### config.mk
export PLATFORM = sky130hd
export DESIGN_NAME = fnsyn_dev_flat
export DESIGN_NICKNAME = d
export VERILOG_FILES = /design/src/rtl/fnsyn_pkg.sv /design/src/rtl/fnsyn_if.sv /design/src/rtl/fnsyn_dev.sv /design/src/rtl/fnsyn_sdm.sv /design/src/flat_wrapper.sv
export VERILOG_INCLUDE_DIRS = /design/src /design/src/rtl
export SDC_FILE = /design/constraint.sdc
export NUM_CORES = 1
export LEC_CHECK = 0
export ABC_AREA = 1
export ABC_CLOCK_PERIOD_IN_PS = 26400
export CAP_MARGIN = 0
export CORE_MARGIN = 2
export CORE_UTILIZATION = 40
export DETAILED_ROUTE_END_ITERATION = 10
export DONT_BUFFER_PORTS = 1
export MAX_ROUTING_LAYER = met4
export SYNTH_ARGS = -nofsm -noshare
export SYNTH_HDL_FRONTEND = slang
export SYNTH_SLANG_ARGS = --single-unit
### constraint.sdc
create_clock -name clk_sys -period 26.4 [get_ports clk_sys]
set_clock_uncertainty 0.2 [all_clocks]
set_input_delay 2.64 -clock clk_sys [delete_from_list [all_inputs] [get_ports clk_sys]]
set_output_delay 2.64 -clock clk_sys [all_outputs]
set_load 0.005 [all_outputs]
### src/rtl/fnsyn_regs.svh
// Word layout, reset values and timing counts of the fractional-N programming link.
// Assumes a 200 MHz system clock and 24-bit words sent MSB first.
// Summary of operation
// - Host writes reserved bits as zero
// - First write clears noise/spur register
// - Then noise/spur mode; 0003c7 selects low noise
// - Counter reset, R-div, N-div, release reset
// - Output equals rate times integer plus fraction
// - Rate is ref times doubler over R
// - Host keeps comparison rate within 32 MHz
// - Third-order interpolator, denominator 2 to 4095
// - Dithered mode needs denominator at least 50
// - Interpolator steps once per comparison cycle
// - Undithered repeat length follows denominator factors
// - Dithered repeat length is 2^21 cycles
// - Load bit set: field is timer
// - Wide bandwidth lasts timer comparison cycles
// - After timer: noise/spur, then control
// - R-div with mux 110 routes switch out
// - N-div with fast-lock bit starts fast lock
// - Later jumps repeat only the N-div write
// - Fast lock raises pump current sixteenfold
// - Fast lock grounds mux pin if selected
// - New denominator applies after N-div write
// - Two low bits select register; 11 noise/spur
`ifndef FNSYN_REGS_SVH
`define FNSYN_REGS_SVH
`define FN_WORD_W      24
`define FN_SEL_LSB     0
`define FN_SEL_NDIV    2'h0
`define FN_SEL_RDIV    2'h1
`define FN_SEL_CTRL    2'h2
`define FN_SEL_NOISE   2'h3
`define FN_FL_BIT      23
`define FN_LOAD_BIT    23
`define FN_INT_LSB     14
`define FN_INT_W       9
`define FN_FRACTION_NUMERATOR_LSB    2
`define FN_MOD_LSB     2
`define FN_FRACTION_NUMERATOR_W      12
`define FN_MUX_LSB     20
`define FN_MUX_FL      3'h6
`define FN_R_LSB       14
`define FN_CRST_BIT    2
`define FN_CP_LSB      7
`define FN_DBL_BIT     11
`define FN_NS_LSB      2
`define FN_NS_W        9
`define FN_NS_SPUR     9'h000
`define FN_NS_LOWNOISE 24'h0003c7
`define FN_MOD_RESET   12'h002
`define FN_CP_BOOST    16
`define FN_CLK_PS      5000
`define FN_SCLK_HALF_PS 25000
`define FN_SCLK_HALF_CYC ((`FN_SCLK_HALF_PS + `FN_CLK_PS - 1) / `FN_CLK_PS)
`endif

### src/rtl/fnsyn_pkg.sv
// Types shared by both ends of the fractional-N programming link.
// Assumes fnsyn_regs.svh is on the include path.
package fnsyn_pkg;
  typedef enum logic [1:0] {
    FNSYN_OP_INIT = 2'h0,
    FNSYN_OP_FLSETUP = 2'h1,
    FNSYN_OP_JUMP = 2'h2,
    FNSYN_OP_RAW = 2'h3
  } fnsyn_op_type;
  typedef enum logic [3:0] {
    FNSYN_IDLE  = 4'b0001,
    FNSYN_SHIFT = 4'b0010,
    FNSYN_LATCH = 4'b0100,
    FNSYN_GAP   = 4'b1000
  } fnsyn_state_type;
endpackage : fnsyn_pkg

### src/rtl/fnsyn_if.sv
// Three-wire serial link between host controller and synthesizer.
// Host drives every wire; the synthesizer only listens.
`timescale 1ns/1ps
`default_nettype none
interface fnsyn_if;
  logic sclk;
  logic sdata;
  logic le;
  modport host (output sclk, output sdata, output le);
  modport dev  (input sclk, input sdata, input le);
endinterface : fnsyn_if
`default_nettype wire

### src/rtl/fnsyn_dev.sv
// Synthesizer end: serial word capture, register bank, reference divider,
// interpolator-driven feedback ratio and fast-lock timer.
// Assumes link wires and reference input arrive asynchronously to clk_sys.
`timescale 1ns/1ps
`default_nettype none
`include "fnsyn_regs.svh"
module fnsyn_dev
  import fnsyn_pkg::*;
(
  input  wire logic        clk_sys,
  input  wire logic        nrst,
  fnsyn_if.dev             link,
  input  wire logic        ref_in,
  output logic             pfd_tick_o,
  output logic [9:0]       div_ratio_o,
  output logic [11:0]      mod_active_o,
  output logic             counter_reset_o,
  output logic             dither_o,
  output logic             fastlock_o,
  output logic [8:0]       cp_units_o,
  output logic [2:0]       mux_sel_o,
  output logic             mux_pin_o,
  output logic             mux_pin_oe_n
);
  localparam int FW = `FN_FRACTION_NUMERATOR_W;

  logic [2:0]  sclk_s, sdat_s, le_s, ref_s;
  logic [23:0] shift_q;
  logic [8:0]  int_q;
  logic [FW-1:0] fraction_numerator_q, mod_pend_q, mod_act_q, timer_q, fl_cnt_q;
  logic [3:0]  rdiv_q, rcnt_q, cp_q;
  logic [2:0]  mux_q;
  logic [8:0]  ns_q;
  logic        dbl_q, crst_q, fl_q, pfd_q;
  logic signed [3:0] sdm_y;

  logic        sclk_rise, le_rise, ref_edge, wr_n, wr_r, wr_c, wr_s, rlast, fl_expire;
  logic [1:0]  sel;
  logic [3:0]  rdiv_eff;
  logic signed [10:0] ratio;

  // Only stage 2 and 3 of each synchroniser are read by logic
  assign sclk_rise = sclk_s[1] & ~sclk_s[2];
  assign le_rise   = le_s[1] & ~le_s[2];
  assign sel       = shift_q[`FN_SEL_LSB +: 2];
  assign wr_n      = le_rise && sel == `FN_SEL_NDIV;
  assign wr_r      = le_rise && sel == `FN_SEL_RDIV;
  assign wr_c      = le_rise && sel == `FN_SEL_CTRL;
  assign wr_s      = le_rise && sel == `FN_SEL_NOISE;
  // Doubler makes both reference edges active, else only the falling edge
  assign ref_edge  = dbl_q ? (ref_s[1] ^ ref_s[2]) : (~ref_s[1] & ref_s[2]);
  assign rdiv_eff  = (rdiv_q == 4'h0) ? 4'h1 : rdiv_q;
  assign rlast     = rcnt_q == rdiv_eff - 4'h1;
  assign fl_expire = fl_q && pfd_q && fl_cnt_q <= 12'h001;
  assign ratio     = $signed({2'b00, int_q}) + 11'(sdm_y);

  always_ff @(posedge clk_sys) begin
    if (!nrst) begin
      sclk_s <= '0;
      sdat_s <= '0;
      le_s   <= '0;
      ref_s  <= '0;
    end else begin
      sclk_s <= {sclk_s[1:0], link.sclk};
      sdat_s <= {sdat_s[1:0], link.sdata};
      le_s   <= {le_s[1:0], link.le};
      ref_s  <= {ref_s[1:0], ref_in};
    end
  end

  always_ff @(posedge clk_sys) begin
    if (!nrst) shift_q <= '0;
    else if (sclk_rise) shift_q <= {shift_q[22:0], sdat_s[1]};
  end

  // Register bank
  always_ff @(posedge clk_sys) begin
    if (!nrst) begin
      int_q      <= '0;
      fraction_numerator_q     <= '0;
      mod_pend_q <= `FN_MOD_RESET;
      mod_act_q  <= `FN_MOD_RESET;
      timer_q    <= '0;
      rdiv_q     <= 4'h1;
      mux_q      <= '0;
      cp_q       <= '0;
      dbl_q      <= 1'b0;
      crst_q     <= 1'b0;
      ns_q       <= '0;
    end else begin
      if (wr_n) begin
        int_q     <= shift_q[`FN_INT_LSB +: `FN_INT_W];
        fraction_numerator_q    <= shift_q[`FN_FRACTION_NUMERATOR_LSB +: FW];
        mod_act_q <= mod_pend_q;
      end
      if (wr_r && shift_q[`FN_LOAD_BIT]) timer_q <= shift_q[`FN_MOD_LSB +: FW];
      if (wr_r && !shift_q[`FN_LOAD_BIT]) begin
        mod_pend_q <= shift_q[`FN_MOD_LSB +: FW];
        rdiv_q     <= shift_q[`FN_R_LSB +: 4];
        mux_q      <= shift_q[`FN_MUX_LSB +: 3];
      end
      if (wr_c) begin
        crst_q <= shift_q[`FN_CRST_BIT];
        cp_q   <= shift_q[`FN_CP_LSB +: 4];
        dbl_q  <= shift_q[`FN_DBL_BIT];
      end
      if (wr_s) ns_q <= shift_q[`FN_NS_LSB +: `FN_NS_W];
    end
  end

  // Reference divider, held while the counters are in reset
  always_ff @(posedge clk_sys) begin
    if (!nrst || crst_q) begin
      rcnt_q <= '0;
      pfd_q  <= 1'b0;
    end else begin
      pfd_q <= ref_edge && rlast;
      if (ref_edge) rcnt_q <= rlast ? 4'h0 : rcnt_q + 4'h1;
    end
  end

  fnsyn_sdm #(.W(FW)) u_sdm (
    .clk_sys (clk_sys),
    .nrst    (nrst),
    .clear   (crst_q),
    .step    (pfd_q),
    .fraction_numerator    (fraction_numerator_q),
    .modulus (mod_act_q),
    .dither  (ns_q == `FN_NS_SPUR),
    .y_q     (sdm_y)
  );

  // Fast-lock timer: a fresh N write with the bit set restarts it
  always_ff @(posedge clk_sys) begin
    if (!nrst) begin
      fl_q     <= 1'b0;
      fl_cnt_q <= '0;
    end else if (wr_n && shift_q[`FN_FL_BIT]) begin
      fl_q     <= timer_q != '0;
      fl_cnt_q <= timer_q;
    end else if (fl_expire) begin
      fl_q     <= 1'b0;
      fl_cnt_q <= '0;
    end else if (fl_q && pfd_q) begin
      fl_cnt_q <= fl_cnt_q - 12'h001;
    end
  end

  // Registered outputs
  always_ff @(posedge clk_sys) begin
    if (!nrst) begin
      pfd_tick_o      <= 1'b0;
      div_ratio_o     <= '0;
      mod_active_o    <= `FN_MOD_RESET;
      counter_reset_o <= 1'b0;
      dither_o        <= 1'b0;
      fastlock_o      <= 1'b0;
      cp_units_o      <= '0;
      mux_sel_o       <= '0;
      mux_pin_o       <= 1'b0;
      mux_pin_oe_n    <= 1'b1;
    end else begin
      pfd_tick_o      <= pfd_q;
      if (pfd_q) div_ratio_o <= ratio[9:0];
      mod_active_o    <= mod_act_q;
      counter_reset_o <= crst_q;
      dither_o        <= ns_q == `FN_NS_SPUR;
      fastlock_o      <= fl_q && !fl_expire;
      // Pump current in units; sixteenfold while wide bandwidth holds
      cp_units_o      <= (fl_q && !fl_expire) ? 9'({5'h00, cp_q} + 9'h001) * 9'(`FN_CP_BOOST)
                                            : 9'({5'h00, cp_q} + 9'h001);
      mux_sel_o       <= mux_q;
      mux_pin_o       <= 1'b0;
      // Open-drain switch to ground only when routed and fast lock is live
      mux_pin_oe_n    <= !(fl_q && !fl_expire && mux_q == `FN_MUX_FL);
    end
  end
endmodule : fnsyn_dev
`default_nettype wire

### src/rtl/fnsyn_sdm.sv
// Third-order cascaded sigma-delta interpolator with optional LFSR dither.
// Assumes step pulses at the comparison rate and denominator of 2 or more.
`timescale 1ns/1ps
`default_nettype none
module fnsyn_sdm #(
  parameter int W = 12
) (
  input  wire logic                clk_sys,
  input  wire logic                nrst,
  input  wire logic                clear,
  input  wire logic                step,
  input  wire logic [W-1:0]        fraction_numerator,
  input  wire logic [W-1:0]        modulus,
  input  wire logic                dither,
  output logic signed [3:0]        y_q
);
  // Modular accumulate: returns carry and remainder
  function automatic logic [W:0] mod_add(input logic [W-1:0] a, input logic [W-1:0] b,
                                         input logic [W-1:0] m);
    logic [W:0] s;
    s = {1'b0, a} + {1'b0, b};
    if (s >= {1'b0, m}) mod_add = {1'b1, W'(s - {1'b0, m})};
    else mod_add = {1'b0, s[W-1:0]};
  endfunction : mod_add

  logic [W-1:0] acc1_q, acc2_q, acc3_q;
  logic         c2_q, c3_q, c3_qq;
  logic [20:0]  lfsr_q;
  logic [W-1:0] in1;
  logic [W:0]   s1, s2, s3;
  logic signed [3:0] y_d;

  // Dither nudges the first stage LSB; 21-bit LFSR gives the long period
  assign in1 = fraction_numerator + W'(dither & lfsr_q[0]);
  assign s1  = mod_add(acc1_q, in1, modulus);
  assign s2  = mod_add(acc2_q, s1[W-1:0], modulus);
  assign s3  = mod_add(acc3_q, s2[W-1:0], modulus);
  // Noise-shaped carry combination; undithered period is set by the denominator
  assign y_d = 4'(s1[W]) + 4'(s2[W]) - 4'(c2_q) + 4'(s3[W]) - 4'({c3_q, 1'b0})
             + 4'(c3_qq);

  always_ff @(posedge clk_sys) begin
    if (!nrst || clear) begin
      acc1_q <= '0;
      acc2_q <= '0;
      acc3_q <= '0;
      c2_q   <= 1'b0;
      c3_q   <= 1'b0;
      c3_qq  <= 1'b0;
      lfsr_q <= 21'h000001;
      y_q    <= 4'sh0;
    end else if (step) begin
      acc1_q <= s1[W-1:0];
      acc2_q <= s2[W-1:0];
      acc3_q <= s3[W-1:0];
      c2_q   <= s2[W];
      c3_q   <= s3[W];
      c3_qq  <= c3_q;
      lfsr_q <= {lfsr_q[19:0], lfsr_q[20] ^ lfsr_q[18]};
      y_q    <= y_d;
    end
  end
endmodule : fnsyn_sdm
`default_nettype wire

### src/flat_wrapper.sv
// flat-port wrapper written by rule: the top's interface ports become plain ports
module fnsyn_dev_flat import fnsyn_pkg::*;
  (clk_sys, nrst, ref_in, pfd_tick_o, div_ratio_o, mod_active_o, counter_reset_o, dither_o, fastlock_o, cp_units_o, mux_sel_o, mux_pin_o, mux_pin_oe_n, link_sclk, link_sdata, link_le);
  fnsyn_if link_i ();
  input  wire logic clk_sys;
  input  wire logic nrst;
  input  wire logic ref_in;
  output logic pfd_tick_o;
  output logic [9:0] div_ratio_o;
  output logic [11:0] mod_active_o;
  output logic counter_reset_o;
  output logic dither_o;
  output logic fastlock_o;
  output logic [8:0] cp_units_o;
  output logic [2:0] mux_sel_o;
  output logic mux_pin_o;
  output logic mux_pin_oe_n;
  input wire logic [$bits(link_i.sclk)-1:0] link_sclk;
  input wire logic [$bits(link_i.sdata)-1:0] link_sdata;
  input wire logic [$bits(link_i.le)-1:0] link_le;
  assign link_i.sclk = link_sclk;
  assign link_i.sdata = link_sdata;
  assign link_i.le = link_le;
  fnsyn_dev u_core (.clk_sys(clk_sys), .nrst(nrst), .link(link_i), .ref_in(ref_in), .pfd_tick_o(pfd_tick_o), .div_ratio_o(div_ratio_o), .mod_active_o(mod_active_o), .counter_reset_o(counter_reset_o), .dither_o(dither_o), .fastlock_o(fastlock_o), .cp_units_o(cp_units_o), .mux_sel_o(mux_sel_o), .mux_pin_o(mux_pin_o), .mux_pin_oe_n(mux_pin_oe_n));
endmodule
## After elaboration in Yosys (flattened, before gate mapping)

Cells that the tools add are included.

| storage, ports and cells | value |
|---|---|
| bits in registers | 235 |
| output and inout bits | 40 |
| bits of input ports | 6 |
| logic and storage cells | 110 |

| cells by class | value |
|---|---|
| bitwise logic cells | 10 |
| $lt $le $gt $ge | 4 |
| mux-type cells | 12 |
| equal/unequal tests | 5 |
| add/sub/neg operators | 17 |
| reduce and logical (&&, ||, !) cells | 24 |

Operators with widths:

| cell | count |
|---|---|
| 12-bit by 12-bit adder with 13-bit output | 3 |
| 13-bit by 12-bit greater-or-equal comparator with 1-bit output | 3 |
| 13-bit 2-to-1 mux | 3 |
| 12-bit 2-to-1 mux | 3 |
| 12-bit subtractor | 3 |
| 12-bit adder | 1 |
| 12-bit by 1-bit <= comparator with 1-bit output (second input constant) | 1 |
| 1-bit logical AND | 12 |
| 12-bit nonzero test | 1 |
| 12-bit by 1-bit subtractor with 12-bit output (second input constant) | 1 |
| 10-bit by 4-bit adder with 10-bit output | 1 |
| 9-bit logical NOT | 1 |
| 9-bit 2-to-1 mux | 1 |
| 4-bit 2-to-1 mux | 2 |
| 4-bit by 1-bit adder with 5-bit output (second input constant) | 1 |
| 3-bit by 2-bit adder with 4-bit output | 1 |
| 4-bit by 1-bit adder with 4-bit output | 1 |
| 4-bit by 1-bit adder with 4-bit output (second input constant) | 1 |
| 1-bit bitwise AND | 4 |
| 2-bit == test (second input constant) | 2 |
| 4-bit == test | 1 |
| 1-bit logical NOT | 4 |
| 4-bit logical NOT | 1 |
| 1-bit inverter | 4 |
| other kinds (13) | 16 |

## Longest topological paths before layout

Gate-level depths: netlist (run 1).

| logic depth | value |
|---|---|
| word-level depth | 15 |
| gate-level depth with buffers | 73 |
| mapped depth without buffers | 70 |

## By module

From an unflattened synthesis (run 1), not the netlist that was laid out.

| unflattened totals | value |
|---|---|
| cell total of the unflattened synthesis | 2059 |
| area total of the unflattened synthesis | 14031.0 um^2 |

Modules (own cells, without submodules):

| module | cells an instance | seq. area each (um^2) | area an instance (um^2) | times used |
|---|---|---|---|---|
| fnsyn_sdm | 1169 | 1281.2 | 7292.0 | 1 |
| fnsyn_dev | 890 | 3423.3 | 6739.0 | 1 |

## Least setup slack after synthesis (run 1)

No wires, ideal clock.

| timing path | value |
|---|---|
| path kind | flip-flop to flip-flop |
| from | reg u_core.ns_q[2] |
| to | reg u_core.u_sdm.y_q[2] |
| data arrival time | 8.905 ns |
| slack | 17.179 ns |
| buffers on the path | 3 |
| period minus slack after synthesis | 9.221 ns |
| library setup time | 0.115 ns |
| data required time | 26.085 ns |
| stages on the path, launching flop included | 71 |
| path through | dfxtp_1 nor4_1 nand3_1 nor2_1 ha_1 nand3_1 nor2_1 nand2_1 nor2_1 xnor2_1 inv_1 ha_1 nand2_1 inv_1 a21oi_1 nand2_1 xor2_1 ha_1 [35 not listed] xor2_1 inv_1 ha_1 nand2_1 nand2_1 nor2_1 nand3_2 nand2_2 nand2_2 nand2_4 nand2_4 buf_6 fa_1 inv_1 ha_1 xnor2_1 o21ai_0 inv_1 |

| on the way | value |
|---|---|
| cells in the longest elaborated chain, start to end | 15 |
| elaborated cells on any way between the ends | 19 |
| those cells by class | 11 x add/sub; 3 x order compare; 3 x mux; 1 x bitwise; 1 x reduce/logical |

Ends and longest elaborated chain:

| item | line | text |
|---|---|---|
| start, declared | fnsyn_dev.sv:33 | `logic [8:0] ns_q;` |
| start signal, assigned | fnsyn_dev.sv:107 | `` if (wr_s) ns_q <= shift_q[`FN_NS_LSB +: `FN_NS_W]; `` |
| 9-bit logical NOT (no source line) * | n/a |  |
| 1-bit bitwise AND * | fnsyn_sdm.sv:34 | `assign in1 = fraction_numerator + W'(dither & lfsr_q[0]);` |
| 12-bit adder * | fnsyn_sdm.sv:34 |  |
| 12-bit by 12-bit adder with 13-bit output * | fnsyn_sdm.sv:21 | `s = {1'b0, a} + {1'b0, b};` |
| 12-bit subtractor / 13-bit by 12-bit greater-or-equal comparator with 1-bit output (equally long branches) | fnsyn_sdm.sv:22 | `if (s >= {1'b0, m}) mod_add = {1'b1, W'(s - {1'b0, m})};` |
| 13-bit 2-to-1 mux * | fnsyn_sdm.sv:22 |  |
| via u_core.u_sdm.s1[0] | fnsyn_sdm.sv:30 | `logic [W:0] s1, s2, s3;` |
| 12-bit by 12-bit adder with 13-bit output * | fnsyn_sdm.sv:21 |  |
| [2 not listed] | n/a |  |
| via u_core.u_sdm.s2[0] | fnsyn_sdm.sv:30 |  |
| 12-bit by 12-bit adder with 13-bit output * | fnsyn_sdm.sv:21 |  |
| 13-bit by 12-bit greater-or-equal comparator with 1-bit output * | fnsyn_sdm.sv:22 |  |
| 13-bit 2-to-1 mux * | fnsyn_sdm.sv:22 |  |
| via u_core.u_sdm.s3[12] | fnsyn_sdm.sv:30 |  |
| 3-bit by 2-bit adder with 4-bit output * | fnsyn_sdm.sv:39 | `assign y_d = 4'(s1[W]) + 4'(s2[W]) - 4'(c2_q) + 4'(s3[W]) - 4'({c3_q, 1'b0})` |
| 4-bit by 2-bit subtractor with 4-bit output * | fnsyn_sdm.sv:39 |  |
| 4-bit by 1-bit adder with 4-bit output * | fnsyn_sdm.sv:40 | `+ 4'(c3_qq);` |
| end signal, assigned | fnsyn_sdm.sv:60 | `y_q <= y_d;` |
| end, declared | fnsyn_sdm.sv:15 | `output logic signed [3:0] y_q` |

The timed path passes the listed nets; every way through them passes the cells marked *.
A chain may end at the register's enable or synchronous reset.

## Worst setup path after layout (run 1)

| timing path | value |
|---|---|
| from | reg u_core.ns_q[2] |
| to | reg u_core.u_sdm.y_q[2] |

| on the way | value |
|---|---|
| cells in the longest elaborated chain, start to end | 15 |
| elaborated cells on any way between the ends | 19 |
| those cells by class | 11 x add/sub; 3 x order compare; 3 x mux; 1 x bitwise; 1 x reduce/logical |

Ends and longest elaborated chain:

| item | line |
|---|---|
| 9-bit logical NOT (no source line) * | n/a |
| 1-bit bitwise AND * | fnsyn_sdm.sv:34 |
| 12-bit adder * | fnsyn_sdm.sv:34 |
| 12-bit by 12-bit adder with 13-bit output * | fnsyn_sdm.sv:21 |
| 12-bit subtractor / 13-bit by 12-bit greater-or-equal comparator with 1-bit output (equally long branches) | fnsyn_sdm.sv:22 |
| 13-bit 2-to-1 mux * | fnsyn_sdm.sv:22 |
| via u_core.u_sdm.s1[5] | fnsyn_sdm.sv:30 |
| 12-bit by 12-bit adder with 13-bit output * | fnsyn_sdm.sv:21 |
| 13-bit by 12-bit greater-or-equal comparator with 1-bit output * | fnsyn_sdm.sv:22 |
| 13-bit 2-to-1 mux * | fnsyn_sdm.sv:22 |
| via u_core.u_sdm.s2[0] | fnsyn_sdm.sv:30 |
| 12-bit by 12-bit adder with 13-bit output * | fnsyn_sdm.sv:21 |
| 13-bit by 12-bit greater-or-equal comparator with 1-bit output * | fnsyn_sdm.sv:22 |
| 13-bit 2-to-1 mux * | fnsyn_sdm.sv:22 |
| 3-bit by 2-bit adder with 4-bit output * | fnsyn_sdm.sv:39 |
| 4-bit by 2-bit subtractor with 4-bit output * | fnsyn_sdm.sv:39 |
| 4-bit by 1-bit adder with 4-bit output * | fnsyn_sdm.sv:40 |

Marked as above.

==> metrics.txt, run 1 <==
Post-synth EDFFs 0; Num CTS Buffers 26; Slew Limit Fails 0; FF+latch count, synth approximately 240; Detail Placement HPWL around 26,000 um; Worst-Skew Late Latency roughly 0.55 ns; synth unique cells 45; total congestion overflow 0; final hold violation count 0; worst r2r src u_core.ns_q[2]; CP Class register to register; min Tclk post-route around 10 ns; die area 36,000 um2; Max IR drop VDD 78.7 uV; total number of vias roughly 12,000; Initial Util 0.409; # diodes 0; port bufs 0; IO Count 46; total power ~1.8 mW; synth warn 0; reg2reg setup slack 15.90 ns; Final ANT Viol Nets 0; Slew @ Worst Pin 1.01 ns; reg2reg path depth 66; Resized cells post-CTS 0; Post-CTS Repair Setup Buffers 0; RSZ-0062 raised after global routing false; FP Rows 67; hold path depth 2; CTS max path bufs 3; pwr dens between 100 and 150 nW/um2; max cap viols 0; GRT Util Overall 0.203; Max Freq about 0.095 GHz; commonest non-fill, non-tap cells in the layout 365 x nand2_1, 282 x inv_1, 273 x nor2_1; Power Internal about 0.95 mW; setup TNS 0 ns; core area between 30,000 and 40,000 um2; Slew headroom 0.323; die height around 190 um; crit-path max cell delay 0.44 ns; Root Buffer clkbuf_16; most common cell after layout, fill and taps aside nand2_1; Top FF cell, synth dfxtp_1; fraction of registers with async set/reset 0; Worst path most repeated cell nand2_1; initial antenna violation count 0; final period utilization 0.398; die width 190 um; Setup crit end kind register; global-route wire length before repair between 50,000 and 60,000 um; largest cells by area after synthesis dfxtp_1 34%, nand2_1 9.9%, ha_1 8.8%; final WL 35,200 um; Sw Ratio 0.458; area of the mapped netlist roughly 14,000 um2; Area Growth Syn to Fin 8.90%; r2r endpoint u_core.u_sdm.y_q[2]; Startpoint Class register; CTS tree done; clk sinks 235; # setup viols final 0; Post-Syn Instances about 2,000; clock power share 0.223; hold buffers post-CTS 0; slowest library cell on the worst path fa_1; Hold Path Class register to register; Final GP Congestion 0.912; Arr. time, crit path roughly 11 ns; vias in the first global route around 11,000; Reg power frac 0.213; worst-path fanout max 14; syn avg cell area ~7.0 um2; drt drc 0; vias per inst between 4 and 5; DRT iter0 DRCs about 870; run status finished clean; nets between 2,000 and 2,500; hold path endpoint u_core.sdat_s[1]; Clock transition at path regs 0.07 ns; Post-Syn Nets slightly above 2,000; leak pwr between 7 and 8 nW; worst min-delay path startpoint u_core.sdat_s[0]; DRT Pass-1 Iters 5; critical path required time 26.64 ns; proportion of power drawn by combinational gates 0.564; Wirelength per Cell between 10 and 15 um; pin count of the biggest net entering global routing around 140; # fillers between 3,000 and 4,000; post-synthesis sequential area ratio 0.341; Hold WS 0.208 ns; Synth top area share 0.341; share of post-route cells with drive strength above 1 0.0630; H-Tree Depth 1; largest area contributor in the netlist dfxtp_1; Psw slightly above 0.8 mW
-- per-layer routing --
metal / routed length, um / up-vias / GRT usage
li1: - / 6212 / -
met1: 17300 / 5492 / 0.272
met2: 15600 / 209 / 0.320
met3: 1350 / 58 / 0.0280
met4: 1000 / 0 / 0.0561
met5: 0 / - / -
-- how the worst max path moves through the flow --
stage	startpoint	to	slack, ns	cells after the start
floorplan	u_core.ns_q[2]	u_core.u_sdm.y_q[2]	17.18	70
global placement	u_core.ns_q[2]	u_core.u_sdm.y_q[2]	16.23	65
detailed placement	u_core.ns_q[2]	u_core.u_sdm.y_q[2]	16.00	66
CTS	u_core.ns_q[2]	u_core.u_sdm.y_q[2]	15.96	66
global route	u_core.ns_q[2]	u_core.u_sdm.y_q[2]	14.82	67
finish	u_core.ns_q[2]	u_core.u_sdm.y_q[2]	15.90	66
-- critical path, delay by kind of cell, from the launching register on --
kind | cells | cell delay [ns]
AOI/OAI and AO/OA | 5 | 0.69
DFF | 1 | 0.31
adders and majority gates | 10 | 3.09
buffers and inverters | 6 | 0.43
and+or+nand+nor | 41 | 5.01
xor gates and xnor gates | 4 | 0.66
-- sequential cells by signal (all words and copies together), names as in the netlist, 4 cells and up --
name,cells
u_core.u_sdm.acc3_q,12
u_core.mod_act_q,12
u_core.mod_active_o,12
u_core.u_sdm.lfsr_q,21
u_core.rcnt_q,4
u_core.u_sdm.acc1_q,12
u_core.cp_q,4
u_core.u_sdm.y_q,4
u_core.timer_q,12
u_core.fraction_numerator_q,12
u_core.int_q,9
u_core.cp_units_o,9
u_core.u_sdm.acc2_q,12
u_core.ns_q,9
u_core.mod_pend_q,12
u_core.rdiv_q,4
u_core.fl_cnt_q,12
u_core.shift_q,24
u_core.div_ratio_o,10
-- power groups by stage --
stage                     logic [mW]  registers, mW  clock network [mW]
after floorplan                0.814          0.379                   0
after global placement         0.987          0.383                   0
after detailed placement       0.982          0.383                   0
after CTS                      0.989          0.375               0.403
after global routing            1.12          0.377               0.419
final                          0.994          0.375               0.393
-- cell families (layout without fill, tap and decap cells) --
group / after synthesis / after routing / share of synthesized area
and+or+nand+nor: 862 / 862 / 0.277
buffers and inverters: 350 / 337 / 0.101
other: 1 / 1 / 0.000272
AOI/OAI and AO/OA: 331 / 331 / 0.129
adders and majority gates: 106 / 106 / 0.101
xor gates and xnor gates: 79 / 79 / 0.0502
DFF: 235 / 235 / 0.341
-- per-stage QoR --
| step | utilization | instances | setup slack, ns | cell area, um2 |
|---|---|---|---|---|
| after global routing | 0.446 | 2399 | 14.82 | 15000 |
| after detailed placement | 0.418 | 2353 | 16.00 | 14100 |
| after floorplan | - | 1964 | 17.18 | 13800 |
| after global placement | 0.418 | 2353 | 16.23 | 14100 |
| final | 0.446 | 2399 | 15.90 | 15000 |
| after CTS | 0.446 | 2399 | 15.96 | 15000 |
-- synth_stat cells, drive strengths merged, types with 4 or more instances --
| cell type | number |
|---|---|
| nand4 | 17 |
| nor3 | 13 |
| a31oi | 7 |
| a21oi | 149 |
| buf | 24 |
| a21o | 5 |
| o22ai | 9 |
| o21ai | 143 |
| ha | 97 |
| a21boi | 4 |
| xnor2 | 27 |
| xor2 | 52 |
| o21bai | 6 |
| nor2 | 278 |
| clkbuf | 42 |
| nor4 | 4 |
| nand2 | 399 |
| o211ai | 4 |
| nand3b | 5 |
| inv | 283 |
| dfxtp | 235 |
| fa | 9 |
| nand3 | 145 |
-- layout make-up --
| type | instances | area [um2] | area share |
|---|---|---|---|
| Clock buffer | 33 | 717 | 0.0478 |
| Clock inverter | 13 | 219 | 0.0146 |
| Inverter | 284 | 1070 | 0.0710 |
| Multi-Input combinational cell | 1379 | 7690 | 0.512 |
| Sequential cell | 235 | 4710 | 0.314 |
| Tap cell | 448 | 561 | 0.0373 |
| Timing Repair Buffer | 7 | 52.6 | 0.00350 |
No activity file was read; power rests on OpenSTA's default activity.
==> run 2, diff against run 1 <==
--- a/config.mk
+++ b/config.mk
@@ -6,8 +6,8 @@
 export SDC_FILE = /design/constraint.sdc
 export NUM_CORES = 1
 export LEC_CHECK = 0
-export ABC_AREA = 1
-export ABC_CLOCK_PERIOD_IN_PS = 26400
+export ABC_AREA = 0
+export ABC_CLOCK_PERIOD_IN_PS = 9100
 export CAP_MARGIN = 0
 export CORE_MARGIN = 2
 export CORE_UTILIZATION = 40
==> constraint.sdc (replaced) <==
create_clock -name clk_sys -period 9.1 [get_ports clk_sys]
set_clock_uncertainty 0.2 [all_clocks]
set_input_delay 0.91 -clock clk_sys [delete_from_list [all_inputs] [get_ports clk_sys]]
set_output_delay 0.91 -clock clk_sys [all_outputs]
set_load 0.005 [all_outputs]
==> metrics.txt, run 2 <==
RSZ-0062 raised after global routing true; DRT Pass-1 Iters 5 (unchanged); Synth Area in Compound Gates 0.159 (+0.0296); H-Tree Depth 1 (unchanged); synth unique cells 71 (+58%); syn avg cell area 8.33 um2 (+19%); share of post-route cells with drive strength above 1 0.226 (+0.162); fraction of registers with async set/reset 0 (unchanged); commonest cells in the netlist 235 x dfxtp_1, 222 x nand2_1, 188 x nor2_1, 139 x a21oi_1, 97 x ha_1; FF+latch count, synth 235 (unchanged); Psw 1.41 mW (+74%); Worst Setup Slack, final -2.13 ns (-18.03 ns); Detail Placement HPWL 23,000 um (-12%); Max IR drop VDD 208 uV (+160%); max cap viols 0 (unchanged); largest area contributor in the netlist dfxtp_1; hold buffers post-CTS 0 (unchanged); Most flops, register u_core.shift_q; run status finished with violations; final hold violation count 0 (unchanged); IO Count 46 (unchanged); Wirelength per Cell 15.4 um (+5.1%); Synth top area share 0.374 (+0.0329); # setup viols final 17 (+17); Clock transition at path regs 0.06 ns (about the same); Worst-Skew Late Latency 0.54 ns (about the same); pre-CTS setup slack -2.33 ns (-18.33 ns); worst-path fanout max 9 (-5); largest family of logic cells by synthesized area simple AND/OR/NAND/NOR gates; Hold WS 0.236 ns (+0.0278 ns); worst min-delay path startpoint u_core.sclk_s[0]; Area Growth Syn to Fin 26.8%; Root Buffer clkbuf_16; DRT iter0 DRCs 541 (-38%); Power Internal 2.76 mW (+190%); worst r2r src u_core.ns_q[6]; CTS max path bufs 3 (unchanged); Num CTS Buffers 27 (+3.8%); slowest library cell on the worst path or3b_4; Largest regs u_core.shift_q x24, u_core.u_sdm.lfsr_q x21; most common cell after layout, fill and taps aside dfxtp_1; pin count of the biggest net entering global routing 88 (-36%); die height 181 um (-4.4%); area of the mapped netlist 12,600 um2 (-8.8%); Post-Syn Nets 1,622 (-22%); total number of vias 11,000 (-8.1%); port bufs 0 (unchanged); Max Freq 0.0891 GHz (-6.5%); die area 32,900 um2 (-8.6%); Initial Util 0.409 (about the same); global-route wire length before repair 53,300 um (-7.7%); Top FF cell, synth dfxtp_1; proportion of power drawn by combinational gates 0.480 (-0.084); pwr dens 261 nW/um2 (+120%); Startpoint Class register; vias in the first global route 10,600 (-5.7%); vias per inst 5.19 (+3.9%); Final Core Density 0.518 (+0.0729); Sw Ratio 0.338 (-0.120); Final Non-Filler Cells 2,121 (-12%); nets 1,816 (-11%); max reg flops 24 (unchanged); Slew headroom 0.290 (-0.0329); family with the most delay on the worst path compound AO/OA/AOI/OAI gates; clock power share 0.270 (+0.047); leak pwr 6.71 nW (-9.6%); total congestion overflow 0 (unchanged); Setup crit end kind register; core area 30,700 um2 (-8.8%); final period utilization 1.23 (+0.836); largest cells by area after synthesis dfxtp_1 37%, ha_1 9.7%, nand2_1 6.6%; min Tclk post-route 11.23 ns (+0.730 ns); Post-Syn Instances 1,510 (-23%); Synth Area in Simple Gates 0.197 (-0.0795); post-synthesis xor/xnor area fraction 0.0557 (+0.00553); Post-DP Area 14,500 um2 (+3.2%); synth warn 0 (unchanged); final WL 32,700 um (-7.1%); Buf+Inv Stages, Crit Path 3 (-3); placed cells 2,053 (-13%); Post-synth EDFFs 0 (unchanged); drt drc 0 (unchanged); CP startpoint u_core.ns_q[6]; clk sinks 235 (unchanged); critical path required time 9.30 ns (-17.34 ns); crit-path max cell delay 0.42 ns (-0.02 ns); initial antenna violation count 0 (unchanged); multiplexer area fraction after synthesis 0.0605 (+0.0605); Reg power frac 0.251 (+0.038); Slew @ Worst Pin 1.06 ns (+0.0442 ns); Synth Area in Adders 0.111 (+0.00974); # diodes 0 (unchanged); reg2reg setup slack -2.13 ns (-18.03 ns); failing checks setup timing; Final GP Congestion 0.899 (-1.4%); GRT Util Overall 0.201 (-0.00108); FP Rows 64 (-4.5%); Arr. time, crit path 11.43 ns (+0.70 ns); # fillers 2,949 (-16%); Final ANT Viol Nets 0 (unchanged); CP Class register to register; post-synthesis sequential area ratio 0.374 (+0.0329); CTS tree done; commonest non-fill, non-tap cells in the layout 233 x dfxtp_1, 231 x buf_4, 221 x nand2_1; leading cell type by number of instances after synthesis dfxtp_1; design area 15,900 um2 (+6.2%); die width 181 um (-4.4%); Hold Path Class register to register; Slew Limit Fails 0 (unchanged)
[run 2: power by group through the flow]
stage,logic [mW],registers [mW],clock network (mW)
after global placement,1.75,1.07,0
after CTS,1.81,1.04,1.15
after floorplan,1.11,1.06,0
final,2.00,1.05,1.12
after detailed placement,1.77,1.07,0
after global routing,2.20,1.05,1.20
[run 2: layout make-up]
type	instances	area (um2)	area share
Inverter	59	224	0.0140
Tap cell	396	495	0.0311
Multi-Input combinational cell	1146	7800	0.489
Timing Repair Buffer	235	1790	0.112
Clock buffer	33	738	0.0463
Sequential cell	235	4710	0.295
Clock inverter	17	190	0.0119
[run 2: logic make-up (layout without fill, tap and decap cells)]
kind of cell | Yosys count | count (layout)
DFF | 235 | 235
muxes | 73 | 73
other | 1 | 1
adders and majority gates | 106 | 106
xor gates and xnor gates | 80 | 80
buffers and inverters | 129 | 344
and+or+nand+nor | 562 | 562
AOI/OAI and AO/OA | 324 | 324
[run 2: layer usage]
layer | GRT usage | wire length [um]
met1 | 0.262 | 15400
met4 | 0.0446 | 740
met3 | 0.0236 | 1310
met2 | 0.337 | 15300
met5 | - | 0
[run 2: per-stage QoR]
step	power [mW]	setup TNS [ns]
after floorplan	2.18	-26.15
after global placement	2.82	-28.60
after detailed placement	2.84	-34.12
after CTS	4.00	-31.22
after global routing	4.44	-39.37
final	4.17	-30.88
[run 2: path summary, 6_finish.rpt]
path                         end  depth (start not counted)
max          u_core.u_sdm.y_q[2]                         55
min reg2reg     u_core.sclk_s[1]                          1
min             u_core.sclk_s[1]                          1
max reg2reg  u_core.u_sdm.y_q[2]                         55
[run 2: timing repair]
action,in CTS,in global routing
buffers inserted,6,12
pin swaps,19,35
gates cloned,1,0
resized for setup,6,64
setup endpoints to repair,17,17
==> run 3, diff against run 2 <==
--- a/config.mk
+++ b/config.mk
@@ -7,7 +7,7 @@
 export NUM_CORES = 1
 export LEC_CHECK = 0
 export ABC_AREA = 0
-export ABC_CLOCK_PERIOD_IN_PS = 9100
+export ABC_CLOCK_PERIOD_IN_PS = 11720
 export CAP_MARGIN = 0
 export CORE_MARGIN = 2
 export CORE_UTILIZATION = 40
==> constraint.sdc (replaced) <==
create_clock -name clk_sys -period 11.72 [get_ports clk_sys]
set_clock_uncertainty 0.2 [all_clocks]
set_input_delay 1.172 -clock clk_sys [delete_from_list [all_inputs] [get_ports clk_sys]]
set_output_delay 1.172 -clock clk_sys [all_outputs]
set_load 0.005 [all_outputs]
==> metrics.txt, run 3 (synthesis results as in run 2) <==
Wirelength per Cell 16.1 um (+4.3%); pin count of the biggest net entering global routing 82 (-6.8%); final hold violation count 0 (unchanged); total number of vias 10,400 (-5.4%); global-route wire length before repair 50,800 um (-4.7%); nets 1,659 (-8.6%); Slew Limit Fails 0 (unchanged); Final ANT Viol Nets 0 (unchanged); initial antenna violation count 0 (unchanged); setup TNS 0 ns (+30.88 ns); port bufs 0 (unchanged); Area Growth Syn to Fin 17.0%; most common cell after layout, fill and taps aside dfxtp_1; CP startpoint u_core.ns_q[6]; Final Non-Filler Cells 1,963 (-7.4%); critical path required time 11.94 ns (+2.64 ns); DRT iter0 DRCs 580 (+7.2%); commonest non-fill, non-tap cells in the layout 233 x dfxtp_1, 220 x nand2_1, 182 x nor2_1; Max IR drop VDD 134 uV (-36%); worst-path fanout max 7 (-2); FP Rows 64 (unchanged); CTS max path bufs 3 (unchanged); leak pwr 5.95 nW (-11%); Buf+Inv Stages, Crit Path 5 (+2); run status finished clean; total congestion overflow 0 (unchanged); Slew headroom 0.201 (-0.0897); clk sinks 235 (unchanged); final period utilization 0.964 (-0.269); Hold WS 0.229 ns (-0.00637 ns); Final Core Density 0.478 (-0.0400); # diodes 0 (unchanged); Clock transition at path regs 0.07 ns (about the same); die width 181 um (unchanged); Arr. time, crit path 11.53 ns (+0.10 ns); drt drc 0 (unchanged); die height 181 um (unchanged); Hold Path Class register to register; Initial Util 0.409 (unchanged); Worst-Skew Late Latency 0.56 ns (+0.02 ns); DRT Pass-1 Iters 5 (unchanged); placed cells 1,896 (-7.6%); Setup crit end kind register; Num CTS Buffers 26 (-3.7%); CP Class register to register; slowest library cell on the worst path or3b_4; IO Count 46 (unchanged); Worst Setup Slack, final 0.416 ns (+2.54 ns); Final GP Congestion 0.872 (-3.0%); max cap viols 0 (unchanged); max reg flops 24 (unchanged); min Tclk post-route 11.30 ns (+0.0774 ns); Worst path most repeated cell ha_1; Startpoint Class register; # setup viols final 0 (-17); H-Tree Depth 1 (unchanged); vias per inst 5.30 (+2.2%); Most flops, register u_core.shift_q; crit-path max cell delay 0.42 ns (about the same); die area 32,900 um2 (unchanged); GRT Util Overall 0.193 (-0.00870); Largest regs u_core.shift_q x24, u_core.u_sdm.lfsr_q x21; Slew @ Worst Pin 1.20 ns (+0.143 ns); Max Freq 0.0885 GHz (-0.69%); vias in the first global route 9,741 (-8.0%); share of post-route cells with drive strength above 1 0.146 (-0.0794); family with the most delay on the worst path compound AO/OA/AOI/OAI gates; final WL 31,600 um (-3.5%); core area 30,700 um2 (unchanged); pre-CTS setup slack -0.330 ns (+2.00 ns); worst min-delay path startpoint u_core.mux_q[1]; Detail Placement HPWL 22,000 um (-4.7%); Root Buffer clkbuf_16; CTS tree done; worst r2r src u_core.ns_q[6]; # fillers 2,989 (+1.4%); pwr dens 199 nW/um2 (-24%)
-- run 3: worst register-to-register path: cells and delay by family, from the launching register on --
kind	cells	cell delay [ns]
muxes	1	0.32
xor gates and xnor gates	5	0.72
and+or+nand+nor	16	2.27
AOI/OAI and AO/OA	18	3.71
adders and majority gates	11	3.00
buffers and inverters	5	0.64
DFF	1	0.32
-- run 3: worst paths after layout --
| path | to | slack, ns | cells after the start |
|---|---|---|---|
| max reg2reg | u_core.u_sdm.y_q[2] | 0.42 | 56 |
| min reg2reg | u_core.mux_pin_oe_n | 0.23 | 1 |
| max | u_core.u_sdm.y_q[2] | 0.42 | 56 |
| min | u_core.mux_pin_oe_n | 0.23 | 1 |
-- run 3: routing by layer --
metal	GRT usage	vias up	part of all wire
li1	-	5280	-
met1	0.262	4896	0.49
met2	0.303	183	0.45
met3	0.0280	47	0.040
met4	0.0455	0	0.023
met5	-	-	0
-- run 3: what timing repair did --
action                                  CTS  global route
pin swaps                                 4            57
gates resized for setup                   6            81
cloned                                    0             0
hold buffers                              0             0
endpoints found under the setup margin    4            17
setup buffers                             4            15
-- run 3: power breakdown --
group          internal [mW]  switching [mW]  total [mW]
Combinational          0.591           0.661        1.25
Sequential             0.806         0.00547       0.811
Clock                  0.509           0.359       0.868
-- run 3: layout make-up --
class | count | area, um2 | area share
multi-input cells | 1146 | 7740 | 0.526
flip-flops and latches | 235 | 4710 | 0.320
clock buffers | 32 | 713 | 0.0485
repair buffers | 79 | 613 | 0.0417
well taps | 396 | 495 | 0.0337
inverters | 59 | 224 | 0.0152
clock inverters | 16 | 219 | 0.0149
-- run 3: per-stage QoR --
step | instance area (um2) | total power, mW
CTS | 14200 | 2.81
finish | 14700 | 2.93
floorplan | 12600 | 1.66
global placement | 13200 | 1.91
detailed placement | 13200 | 1.91
global route | 14700 | 3.12
